--- src/hdl/pin_ctrl_pkg.sv ---
package pin_ctrl_pkg;
	// ----------------------------------------
	// timing
	// ----------------------------------------
	localparam int unsigned CLK_MHZ = 100; // cycles per microsecond
	localparam int unsigned HOLD_US = 200; // least low time on a control input
	localparam int unsigned HOLD_CYC = HOLD_US * CLK_MHZ;
	localparam int unsigned HOLD_MARGIN_CYC = 16; // host holds a little longer than needed
	localparam int unsigned BLINK_MS = 100; // activity lamp half period
	localparam int unsigned BLINK_CYC = BLINK_MS * 1000 * CLK_MHZ;
	localparam int unsigned CNT_W = 24;
	// ----------------------------------------
	// serial frame encodings
	// ----------------------------------------
	localparam int unsigned DATA_W = 8;
	localparam int unsigned FIFO_DEPTH = 8;
	localparam logic [2:0] PAR_NONE = 3'h0;
	localparam logic [2:0] PAR_EVEN = 3'h1;
	localparam logic [2:0] PAR_ODD = 3'h2;
	localparam logic [2:0] PAR_SPACE = 3'h3;
	localparam logic [2:0] PAR_MARK = 3'h4;
	localparam logic [2:0] MIN_DATA_BITS = 3'h5; // data length code 0 means five bits
	localparam logic [1:0] STOP_1 = 2'h0;
	localparam logic [1:0] STOP_1_5 = 2'h1;
	localparam logic [1:0] STOP_2 = 2'h2;
	localparam logic [2:0] HALVES_PER_BIT = 3'h2;
	// ----------------------------------------
	// host controller registers
	// ----------------------------------------
	localparam logic [11:0] REG_CTRL = 12'h000;
	localparam logic [11:0] REG_STATUS = 12'h004;
	localparam logic [31:0] CTRL_RESET_VAL = 32'h00000000;
	localparam int unsigned CTRL_RESET_GO = 0;
	localparam int unsigned CTRL_RESTORE_GO = 1;
	localparam int unsigned CTRL_CONFIG_GO = 2;
	localparam int unsigned CTRL_CTS_HOLD = 3;
	localparam int unsigned CTRL_DSR_READY = 4;
	localparam int unsigned ST_REQ_DIR = 3;
	localparam int unsigned ST_DTR = 4;
	localparam int unsigned ST_ACT = 5;
	localparam int unsigned ST_LINK = 6;
	localparam int unsigned ST_TXD = 7;
endpackage

--- src/hdl/serial_pin_if.sv ---
`timescale 1ns/1ps
`default_nettype none
interface serial_pin_if;
	logic txd; // serial data, device to host
	logic request_or_direction_out; // request to send, or transceiver direction
	logic cts_n; // low lets the device send
	logic dtr_n; // device ready
	logic dsr_n; // attached equipment ready
	logic module_reset_n;
	logic factory_restore_n;
	logic config_select_n;
	logic eth_activity_led;
	logic link_led;
	modport dev (
		output txd, request_or_direction_out, dtr_n, eth_activity_led, link_led,
		input cts_n, dsr_n, module_reset_n, factory_restore_n, config_select_n
	);
	modport host (
		input txd, request_or_direction_out, dtr_n, eth_activity_led, link_led,
		output cts_n, dsr_n, module_reset_n, factory_restore_n, config_select_n
	);
endinterface
`default_nettype wire

--- src/hdl/sync_fifo.sv ---
`timescale 1ns/1ps
`default_nettype none
module sync_fifo #(
	parameter int unsigned WIDTH = 8,
	parameter int unsigned DEPTH = 8
) (
	input wire logic core_clk,
	input wire logic rst_b,
	input wire logic flush,
	input wire logic [WIDTH-1:0] in_data,
	input wire logic in_valid,
	output logic in_ready,
	output logic [WIDTH-1:0] out_data,
	output logic out_valid,
	input wire logic out_ready
);
	localparam int unsigned AW = $clog2(DEPTH);
	logic [WIDTH-1:0] mem [DEPTH];
	logic [AW-1:0] wr_ptr_ff, rd_ptr_ff;
	logic [AW:0] count_ff;
	logic push, pop;

	// ----------------------------------------
	// handshakes
	// ----------------------------------------
	assign in_ready = (count_ff != AW'(0) + (AW+1)'(DEPTH)) && !flush;
	assign out_valid = (count_ff != '0) && !flush;
	assign out_data = mem[rd_ptr_ff];
	assign push = in_valid && in_ready;
	assign pop = out_valid && out_ready;

	// storage
	always_ff @(posedge core_clk) begin
		if (push) begin
			mem[wr_ptr_ff] <= in_data;
		end
	end

	// pointers and fill level, flush empties at once
	always_ff @(posedge core_clk or negedge rst_b) begin
		if (!rst_b) begin
			wr_ptr_ff <= '0;
			rd_ptr_ff <= '0;
			count_ff <= '0;
		end else if (flush) begin
			wr_ptr_ff <= '0;
			rd_ptr_ff <= '0;
			count_ff <= '0;
		end else begin
			if (push) begin
				wr_ptr_ff <= (wr_ptr_ff == AW'(DEPTH - 1)) ? '0 : wr_ptr_ff + 1'b1;
			end
			if (pop) begin
				rd_ptr_ff <= (rd_ptr_ff == AW'(DEPTH - 1)) ? '0 : rd_ptr_ff + 1'b1;
			end
			count_ff <= count_ff + (AW+1)'(push) - (AW+1)'(pop);
		end
	end
endmodule
`default_nettype wire

--- src/hdl/serial_module_pins.sv ---
// Operation
// - 200 us low on reset input resets
// - 200 us low on restore input restores defaults
// - 200 us low on config input enters command mode
// - full duplex: request line low permits sending
// - half duplex: device steers direction line itself
// - half duplex: direction low when nothing to send
// - full duplex: transmit only while clear-to-send low; code checks it only at frame start, a started frame runs to its stop bits
// - terminal ready output shows device ready
// - far side drives set-ready, device samples it
// - activity output reflects network transmission
// - link output reflects connection state
// - reserved pins left unconnected, no function
// - activity lamp blinks while sending, steady otherwise
// - link lamp lit while link is up
// - parity, five to eight bits, stop lengths
// - baud 300 to 115200, both sides alike; the 16-bit half_bit_div at 100 MHz reaches down to about 763 baud only
//
// The register offsets and register access over APB were chosen for this implementation.
`timescale 1ns/1ps
`default_nettype none
module serial_module_pins #(
	parameter int unsigned hold_cyc = pin_ctrl_pkg::HOLD_CYC,
	parameter int unsigned blink_cyc = pin_ctrl_pkg::BLINK_CYC
) (
	input wire logic core_clk,
	input wire logic rst_b,
	serial_pin_if.dev pins,
	input wire logic [pin_ctrl_pkg::DATA_W-1:0] tx_data,
	input wire logic tx_valid,
	output logic tx_ready,
	input wire logic half_duplex_dir_enable,
	input wire logic [2:0] parity_mode,
	input wire logic [1:0] data_len,
	input wire logic [1:0] stop_len,
	input wire logic [15:0] half_bit_div,
	input wire logic eth_tx_active,
	input wire logic eth_link_up,
	output logic in_reset,
	output logic restore_pulse,
	output logic config_mode,
	output logic dsr_ready
);
	typedef enum logic [2:0] {TX_IDLE, TX_START, TX_DATA, TX_PAR, TX_STOP} tx_state_t;
	localparam int unsigned CW = pin_ctrl_pkg::CNT_W;

	logic [2:0] ctl_n;
	logic [2:0] qual_ff, fire_ff;
	logic [CW-1:0] hold_cnt_ff [3];
	logic [pin_ctrl_pkg::DATA_W-1:0] f_data, shift_ff;
	logic f_valid, f_pop, f_ready;
	tx_state_t state_ff;
	logic [15:0] div_ff;
	logic half_tick;
	logic [2:0] half_cnt_ff, bit_cnt_ff, halves_need, data_bits;
	logic [pin_ctrl_pkg::DATA_W-1:0] len_mask;
	logic par_bit_ff, nxt_par;
	logic txd_ff, dir_ff, dtr_n_ff, dsr_ff, cfg_ff;
	logic act_ff, link_ff, act_seen_ff;
	logic [CW-1:0] blink_cnt_ff;
	logic may_start;

	// ----------------------------------------
	// control input qualification
	// ----------------------------------------
	assign ctl_n = {pins.config_select_n, pins.factory_restore_n, pins.module_reset_n};

	// count consecutive low samples, a high sample restarts
	for (genvar g = 0; g < 3; g++) begin : g_qual
		always_ff @(posedge core_clk or negedge rst_b) begin
			if (!rst_b) begin
				hold_cnt_ff[g] <= '0;
				qual_ff[g] <= 1'b0;
				fire_ff[g] <= 1'b0;
			end else if (ctl_n[g]) begin
				hold_cnt_ff[g] <= '0;
				qual_ff[g] <= 1'b0;
				fire_ff[g] <= 1'b0;
			end else if (hold_cnt_ff[g] == CW'(hold_cyc - 1)) begin
				qual_ff[g] <= 1'b1;
				fire_ff[g] <= !qual_ff[g];
			end else begin
				hold_cnt_ff[g] <= hold_cnt_ff[g] + 1'b1;
				fire_ff[g] <= 1'b0;
			end
		end
	end

	assign in_reset = qual_ff[0];
	assign restore_pulse = fire_ff[1];
	assign config_mode = cfg_ff;

	// command mode entered on a qualified low, left on module reset
	always_ff @(posedge core_clk or negedge rst_b) begin
		if (!rst_b) begin
			cfg_ff <= 1'b0;
		end else if (qual_ff[0]) begin
			cfg_ff <= 1'b0;
		end else if (fire_ff[2]) begin
			cfg_ff <= 1'b1;
		end
	end

	// ----------------------------------------
	// transmit buffer
	// ----------------------------------------
	sync_fifo #(
		.WIDTH(pin_ctrl_pkg::DATA_W),
		.DEPTH(pin_ctrl_pkg::FIFO_DEPTH)
	) u_tx_fifo (
		.core_clk(core_clk),
		.rst_b(rst_b),
		.flush(qual_ff[0]),
		.in_data(tx_data),
		.in_valid(tx_valid),
		.in_ready(f_ready),
		.out_data(f_data),
		.out_valid(f_valid),
		.out_ready(f_pop)
	);
	assign tx_ready = f_ready;

	// ----------------------------------------
	// serial transmitter
	// ----------------------------------------
	assign data_bits = 3'(data_len) + pin_ctrl_pkg::MIN_DATA_BITS - 3'h1;
	assign len_mask = pin_ctrl_pkg::DATA_W'(8'hFF >> (3'h3 - {1'b0, data_len}));
	assign halves_need = (state_ff != TX_STOP) ? pin_ctrl_pkg::HALVES_PER_BIT :
		(stop_len == pin_ctrl_pkg::STOP_1) ? 3'h2 :
		(stop_len == pin_ctrl_pkg::STOP_1_5) ? 3'h3 : 3'h4;
	// half duplex waits for the direction line, full duplex for clear-to-send
	assign may_start = half_duplex_dir_enable ? dir_ff : !pins.cts_n;
	assign f_pop = (state_ff == TX_IDLE) && f_valid && may_start && !qual_ff[0];
	assign half_tick = (state_ff != TX_IDLE) && (div_ff == half_bit_div);

	// parity of the masked character
	always_comb begin
		case (parity_mode)
			pin_ctrl_pkg::PAR_EVEN: nxt_par = ^(f_data & len_mask);
			pin_ctrl_pkg::PAR_ODD: nxt_par = ~^(f_data & len_mask);
			pin_ctrl_pkg::PAR_MARK: nxt_par = 1'b1;
			default: nxt_par = 1'b0;
		endcase
	end

	// half-bit rate divider, runs only inside a frame
	always_ff @(posedge core_clk or negedge rst_b) begin
		if (!rst_b) begin
			div_ff <= '0;
		end else if (state_ff == TX_IDLE || half_tick) begin
			div_ff <= '0;
		end else begin
			div_ff <= div_ff + 1'b1;
		end
	end

	// frame sequencer
	always_ff @(posedge core_clk or negedge rst_b) begin
		if (!rst_b) begin
			state_ff <= TX_IDLE;
			txd_ff <= 1'b1;
			shift_ff <= '0;
			par_bit_ff <= 1'b0;
			half_cnt_ff <= '0;
			bit_cnt_ff <= '0;
		end else if (qual_ff[0]) begin
			state_ff <= TX_IDLE;
			txd_ff <= 1'b1;
		end else if (f_pop) begin
			state_ff <= TX_START;
			txd_ff <= 1'b0;
			shift_ff <= f_data;
			par_bit_ff <= nxt_par;
			half_cnt_ff <= '0;
			bit_cnt_ff <= '0;
		end else if (half_tick) begin
			if (half_cnt_ff != halves_need - 3'h1) begin
				half_cnt_ff <= half_cnt_ff + 1'b1;
			end else begin
				half_cnt_ff <= '0;
				case (state_ff)
					TX_START: begin
						state_ff <= TX_DATA;
						txd_ff <= shift_ff[0];
					end
					TX_DATA: begin
						shift_ff <= shift_ff >> 1;
						bit_cnt_ff <= bit_cnt_ff + 1'b1;
						if (bit_cnt_ff != data_bits) begin
							txd_ff <= shift_ff[1];
						end else if (parity_mode != pin_ctrl_pkg::PAR_NONE) begin
							state_ff <= TX_PAR;
							txd_ff <= par_bit_ff;
						end else begin
							state_ff <= TX_STOP;
							txd_ff <= 1'b1;
						end
					end
					TX_PAR: begin
						state_ff <= TX_STOP;
						txd_ff <= 1'b1;
					end
					TX_STOP: state_ff <= TX_IDLE;
					default: state_ff <= TX_IDLE;
				endcase
			end
		end
	end

	// ----------------------------------------
	// handshake and direction pins
	// ----------------------------------------
	// half duplex: high while data waits or a frame is out, else receive
	always_ff @(posedge core_clk or negedge rst_b) begin
		if (!rst_b) begin
			dir_ff <= 1'b1;
			dtr_n_ff <= 1'b1;
			dsr_ff <= 1'b0;
		end else begin
			if (qual_ff[0]) begin
				dir_ff <= !half_duplex_dir_enable;
			end else if (half_duplex_dir_enable) begin
				dir_ff <= f_valid || (state_ff != TX_IDLE);
			end else begin
				dir_ff <= 1'b0;
			end
			dtr_n_ff <= qual_ff[0];
			dsr_ff <= !pins.dsr_n;
		end
	end

	// ----------------------------------------
	// network lamps
	// ----------------------------------------
	// activity lamp toggles each blink period while sending, else off
	always_ff @(posedge core_clk or negedge rst_b) begin
		if (!rst_b) begin
			blink_cnt_ff <= '0;
			act_ff <= 1'b0;
			act_seen_ff <= 1'b0;
			link_ff <= 1'b0;
		end else begin
			link_ff <= eth_link_up;
			act_seen_ff <= eth_tx_active;
			if (!act_seen_ff) begin
				blink_cnt_ff <= '0;
				act_ff <= 1'b0;
			end else if (blink_cnt_ff == CW'(blink_cyc - 1)) begin
				blink_cnt_ff <= '0;
				act_ff <= !act_ff;
			end else begin
				blink_cnt_ff <= blink_cnt_ff + 1'b1;
			end
		end
	end

	assign pins.txd = txd_ff;
	assign pins.request_or_direction_out = dir_ff;
	assign pins.dtr_n = dtr_n_ff;
	assign pins.eth_activity_led = act_ff;
	assign pins.link_led = link_ff;
	assign dsr_ready = dsr_ff;
endmodule
`default_nettype wire

--- src/flat_wrapper.sv ---
// flat-port wrapper written by rule: the top's interface ports become plain ports
module serial_module_pins_flat 
#(
	parameter int unsigned hold_cyc = pin_ctrl_pkg::HOLD_CYC,
	parameter int unsigned blink_cyc = pin_ctrl_pkg::BLINK_CYC
)
  (core_clk, rst_b, tx_data, tx_valid, tx_ready, half_duplex_dir_enable, parity_mode, data_len, stop_len, half_bit_div, eth_tx_active, eth_link_up, in_reset, restore_pulse, config_mode, dsr_ready, pins_txd, pins_request_or_direction_out, pins_dtr_n, pins_eth_activity_led, pins_link_led, pins_cts_n, pins_dsr_n, pins_module_reset_n, pins_factory_restore_n, pins_config_select_n);
  serial_pin_if pins_i ();
  input wire logic core_clk;
  input wire logic rst_b;
  input wire logic [pin_ctrl_pkg::DATA_W-1:0] tx_data;
  input wire logic tx_valid;
  output logic tx_ready;
  input wire logic half_duplex_dir_enable;
  input wire logic [2:0] parity_mode;
  input wire logic [1:0] data_len;
  input wire logic [1:0] stop_len;
  input wire logic [15:0] half_bit_div;
  input wire logic eth_tx_active;
  input wire logic eth_link_up;
  output logic in_reset;
  output logic restore_pulse;
  output logic config_mode;
  output logic dsr_ready;
  output wire logic [$bits(pins_i.txd)-1:0] pins_txd;
  output wire logic [$bits(pins_i.request_or_direction_out)-1:0] pins_request_or_direction_out;
  output wire logic [$bits(pins_i.dtr_n)-1:0] pins_dtr_n;
  output wire logic [$bits(pins_i.eth_activity_led)-1:0] pins_eth_activity_led;
  output wire logic [$bits(pins_i.link_led)-1:0] pins_link_led;
  input wire logic [$bits(pins_i.cts_n)-1:0] pins_cts_n;
  input wire logic [$bits(pins_i.dsr_n)-1:0] pins_dsr_n;
  input wire logic [$bits(pins_i.module_reset_n)-1:0] pins_module_reset_n;
  input wire logic [$bits(pins_i.factory_restore_n)-1:0] pins_factory_restore_n;
  input wire logic [$bits(pins_i.config_select_n)-1:0] pins_config_select_n;
  assign pins_txd = pins_i.txd;
  assign pins_request_or_direction_out = pins_i.request_or_direction_out;
  assign pins_dtr_n = pins_i.dtr_n;
  assign pins_eth_activity_led = pins_i.eth_activity_led;
  assign pins_link_led = pins_i.link_led;
  assign pins_i.cts_n = pins_cts_n;
  assign pins_i.dsr_n = pins_dsr_n;
  assign pins_i.module_reset_n = pins_module_reset_n;
  assign pins_i.factory_restore_n = pins_factory_restore_n;
  assign pins_i.config_select_n = pins_config_select_n;
  serial_module_pins #(.hold_cyc(hold_cyc), .blink_cyc(blink_cyc)) u_core (.core_clk(core_clk), .rst_b(rst_b), .pins(pins_i), .tx_data(tx_data), .tx_valid(tx_valid), .tx_ready(tx_ready), .half_duplex_dir_enable(half_duplex_dir_enable), .parity_mode(parity_mode), .data_len(data_len), .stop_len(stop_len), .half_bit_div(half_bit_div), .eth_tx_active(eth_tx_active), .eth_link_up(eth_link_up), .in_reset(in_reset), .restore_pulse(restore_pulse), .config_mode(config_mode), .dsr_ready(dsr_ready));
endmodule
--- config.mk ---
export PLATFORM = sky130hd
export DESIGN_NAME = serial_module_pins_flat
export DESIGN_NICKNAME = d
export VERILOG_FILES = /design/src/hdl/pin_ctrl_pkg.sv /design/src/hdl/serial_pin_if.sv /design/src/hdl/sync_fifo.sv /design/src/hdl/serial_module_pins.sv /design/src/flat_wrapper.sv
export SDC_FILE = /design/constraint.sdc
export NUM_CORES = 1
export LEC_CHECK = 0
export ABC_AREA = 0
export BUFFER_PORTS_ARGS = -buffer_cell sky130_fd_sc_hd__buf_2
export CAP_MARGIN = 10
export CORE_AREA = 8 8 194 196
export CTS_BUF_LIST = sky130_fd_sc_hd__clkbuf_8
export DETAILED_ROUTE_END_ITERATION = 10
export DIE_AREA = 0 0 202 204
export PLACE_DENSITY_LB_ADDON = 0.2
export SYNTH_ARGS = -nofsm -noshare
export SYNTH_HDL_FRONTEND = slang
export SYNTH_SLANG_ARGS = --single-unit
--- constraint.sdc ---
create_clock -name core_clk -period 3.7 [get_ports core_clk]
set_input_delay 0.37 -clock core_clk [delete_from_list [all_inputs] [get_ports core_clk]]
set_output_delay 0.37 -clock core_clk [all_outputs]
set_load 0.005 [all_outputs]
==> results list <==
- Number of levels the H-tree was split into: 2
* Number of antenna violations at the first check in global routing: 1
- Maximum clock frequency: 323 MHz
* Relative max-transition margin: 35.3%
* Most common library cell in the layout ignoring fill and taps: sky130_fd_sc_hd__dfrtp_1
* Startpoint of the worst hold path: tx_data[5]
* Clk sink count: 217
- The root buffer cell chosen for the clock tree is sky130_fd_sc_hd__clkbuf_8.
- First DRT Iteration DRCs: 291
- Synthesis instantiated 56 different standard cells from the library.
- After detailed routing, the number of remaining DRC violations is 0.
- At the later pin of the worst-skew pair, clock insertion delay measures 580 ps.
- Proportion of synthesized flip-flops having asynchronous set or reset: 70.5%
* Routed wl met3: 940 µm
- Number of input and output port buffers inserted: 51
* Number of synthesized register bits: 217
- CP startpoint: u_core.u_tx_fifo.rd_ptr_ff[0]
- Entering global routing, the biggest net connects 63 pins.
* Vertical die dimension: 204 µm
- In the final design database the tool counted 1047 nets.
- Number of global-route vias before repair: 6856
* Smallest hold slack: 71.2 ps
- At the pin with the least slew margin, the transition time is 967 ps.
- Commonest non-fill, non-tap cells in the layout: sky130_fd_sc_hd__dfrtp_1, sky130_fd_sc_hd__nor2_1, sky130_fd_sc_hd__xor2_1, sky130_fd_sc_hd__edfxtp_1, sky130_fd_sc_hd__nand3_1
- Data on the critical path is required at its endpoint by 4180 ps.
- The worst setup path is of the flop to flop kind.
- At the worst endpoint, the arrival time is 3570 ps.
- Cells fill 34.3% of the core in the end.
- Subtracting the final worst setup slack from the clock period gives 3090 ps.
- Floorplan core area: 0.0348 mm²
- Final weighted congestion in routability-driven placement: 0.758
- Worst setup EP type: flop
* Hold/Removal Path Class: input pin to flop
* Total power per unit cell area: 555 mW/mm²
- Origin of the critical flop-to-flop path: u_core.u_tx_fifo.rd_ptr_ff[0]
- In this run the worst path has a maximum fanout of 13.
- The area growth from synthesis to layout is 16.6%.
* Startpoint class of the critical path: flop
* Pwr Total: 6.62 mW
- TritonCTS built the clock tree.
- Of the synthesized area, sequential elements account for 56.2%.
* First-pass detailed-route iteration total: 4
* Final WL: 21.9 mm
* Die Outline Area: 0.0412 mm²
* Detailed placer's ending HPWL: 14.4 mm
* Routed via count: 6777
- Mapped cell area: 0.0102 mm²
* Endpoints failing hold: 0
* Worst voltage drop across the vdd grid: 0.256 mV
- In this run the remaining antenna-violating nets after routing total 0.
- Clock-pin slew was measured on the worst setup and hold paths at 60 ps.
- After layout, the worst path uses 83.6% of the clock period.
- For this design the static power due to leakage is 4.97 nW.
- Synthesis produced a netlist whose cell count is 899.
- Area taken by flip-flops and latches: 0.00575 mm²
* CTS Buf Count: 41
- Post-DR wirelength/cell: 14.8 µm
- Post-Syn Nets: 960
* Die Span X: 202 µm
- Total met2 wirelength after detailed routing: 9.85 mm
- The longest clock path from root to sink contains 3 buffers.
- Fill cell count: 3478
- Global routing used 10.7% of the available tracks.
- Number of warning messages in the yosys log: 0
* Antenna cell count: 0
- Routed length on met1: 10.6 mm
* Post-route setup TNS: 0 ps
- The first global-routing pass estimated 36.4 mm of wire.
- Slew Limit Fails: 0
- The most used flip-flop cell after synthesis is sky130_fd_sc_hd__dfrtp_1.
- Max Cap Violations: 0
- Post-route clock skew: 27.6 ps
* Starting Density: 29.4%
- Run status: completed
- I/O pins: 52
- Setup repair after global routing left no endpoint under its margin.
- Highest routing layer actually used: met5
- Setup-failing EPs final: 0
- Counting flops with a built-in enable in the synthesized netlist gives 64.
- Averaged over all synthesized cells, the footprint is 11.4 µm².
- Congestion Overflow GR: 0
* Ratio of cells with drive above 1 in the final layout: 14.9%
- Dividing the detail-routed via count by the number of cells gives 4.59.
- The multi-input combinational cells in the finished layout cover a total of 0.00426 mm².
* Number of placement rows: 69
cell usage after synthesis (2+ instances only):
master	n	share of area, %
sky130_fd_sc_hd__a21oi_1	22	1.1
sky130_fd_sc_hd__o21ai_0	20	0.98
sky130_fd_sc_hd__nor2_1	138	5.1
sky130_fd_sc_hd__mux4_2	10	2.2
sky130_fd_sc_hd__buf_6	2	0.22
sky130_fd_sc_hd__mux2i_1	9	0.88
sky130_fd_sc_hd__xnor2_1	39	3.3
sky130_fd_sc_hd__or2_2	2	0.12
sky130_fd_sc_hd__nor4b_1	7	0.60
sky130_fd_sc_hd__clkbuf_1	20	0.73
sky130_fd_sc_hd__mux2i_2	2	0.27
sky130_fd_sc_hd__dfrtp_1	150	37
sky130_fd_sc_hd__ha_1	18	2.2
sky130_fd_sc_hd__and4_1	13	1.1
sky130_fd_sc_hd__or3_1	11	0.67
sky130_fd_sc_hd__and2_1	6	0.37
sky130_fd_sc_hd__nor3_1	15	0.73
sky130_fd_sc_hd__o221a_2	5	0.55
sky130_fd_sc_hd__nand3_1	58	2.8
sky130_fd_sc_hd__a211oi_1	3	0.22
sky130_fd_sc_hd__dfstp_2	3	0.77
sky130_fd_sc_hd__nand2_1	55	2.0
sky130_fd_sc_hd__edfxtp_1	64	19
sky130_fd_sc_hd__buf_2	2	0.098
sky130_fd_sc_hd__nand2b_1	6	0.37
sky130_fd_sc_hd__mux4_1	6	1.5
sky130_fd_sc_hd__nand4_1	27	1.7
sky130_fd_sc_hd__a31oi_1	5	0.31
sky130_fd_sc_hd__a211o_1	2	0.17
sky130_fd_sc_hd__nor4_1	19	1.2
sky130_fd_sc_hd__nor2b_1	6	0.37
sky130_fd_sc_hd__xor2_1	85	7.3
sky130_fd_sc_hd__and3_1	22	1.3
sky130_fd_sc_hd__or4_1	4	0.29
sky130_fd_sc_hd__inv_1	22	0.81
metal layers:
metal  vias up  GRT usage, %
li1       3370             -
met1      3275          14.1
met2        95          16.5
met3        35          3.09
met4         2          4.15
met5         -             0
registers in the layout, indices dropped and copies added (netlist names), 2 cells and up:
name,cells
u_core.blink_cnt_ff,24
u_core.u_tx_fifo.mem,64
u_core.shift_ff,8
u_core.u_tx_fifo.wr_ptr_ff,3
u_core.u_tx_fifo.count_ff,4
u_core.qual_ff,2
u_core.half_cnt_ff,3
u_core.hold_cnt_ff,72
u_core.div_ff,16
u_core.u_tx_fifo.rd_ptr_ff,3
u_core.state_ff,3
u_core.bit_cnt_ff,3
worst max-delay path, cell delays in order (launching register included):
cell and delay, ps:
sky130_fd_sc_hd__dfrtp_1 740, sky130_fd_sc_hd__mux4_1 620, sky130_fd_sc_hd__mux2i_1 220, sky130_fd_sc_hd__xnor3_1 450, sky130_fd_sc_hd__xnor2_1 160, sky130_fd_sc_hd__or3_1 340, sky130_fd_sc_hd__a211o_1 300, sky130_fd_sc_hd__a31oi_1 170
cell type report:
class,count,area share (%)
sequential,217,48.2
multi-input combinational,633,35.7
clock buffer,50,5.77
tap,461,4.84
timing repair buffer,71,3.68
clock inverter,21,1.05
inverter,22,0.692
stage by stage:
| stage | instance area (µm²) | setup WS [ps] | cells |
|---|---|---|---|
| final | 11900 | 609 | 1475 |
| after global routing | 11900 | 445 | 1475 |
| after CTS | 11900 | 539 | 1475 |
| after detailed placement | 11100 | 565 | 1398 |
| after global placement | 11100 | 642 | 1398 |
| after floorplan | 10200 | 522 | 899 |
cells by family (layout without fill, tap and decap cells):
logic type	Yosys count	after routing	share of synthesized area, %
AND/OR/NAND/NOR	394	394	19.2
flip-flops	217	217	56.2
XOR/XNOR	125	125	10.8
AO/OA/AOI/OAI	66	66	3.99
buffers and inverters	49	164	2.16
multiplexers	29	29	5.22
adder cells (fa/ha/maj)	19	19	2.40
worst paths after layout:
check / end / slack, ps / cells past startpoint
max: u_core.par_bit_ff / 610 / 7
min: u_core.u_tx_fifo.mem[4][5] / 70 / 1
max reg2reg: u_core.par_bit_ff / 610 / 7
min reg2reg: u_core.fire_ff[2] / 430 / 1
max in group asynchronous: u_core.blink_cnt_ff[8] / 2470 / 3
min in group asynchronous: u_core.hold_cnt_ff[6] / 320 / 2
power breakdown:
group | internal [mW] | total (mW) | leakage, nW | switching (mW)
clock | 1.29 | 2.32 | 0.457 | 1.03
combinational | 0.668 | 1.35 | 1.88 | 0.679
sequential | 2.73 | 2.95 | 2.64 | 0.220
repair_timing:
item | CTS | global route
hold endpoints to repair | 69 | 0
endpoints found under the setup margin | 0 | 0
resized for setup | 0 | 0
buffers inserted | 0 | 0
hold buffers | 6 | 0
(Power assumes the default switching activity.)
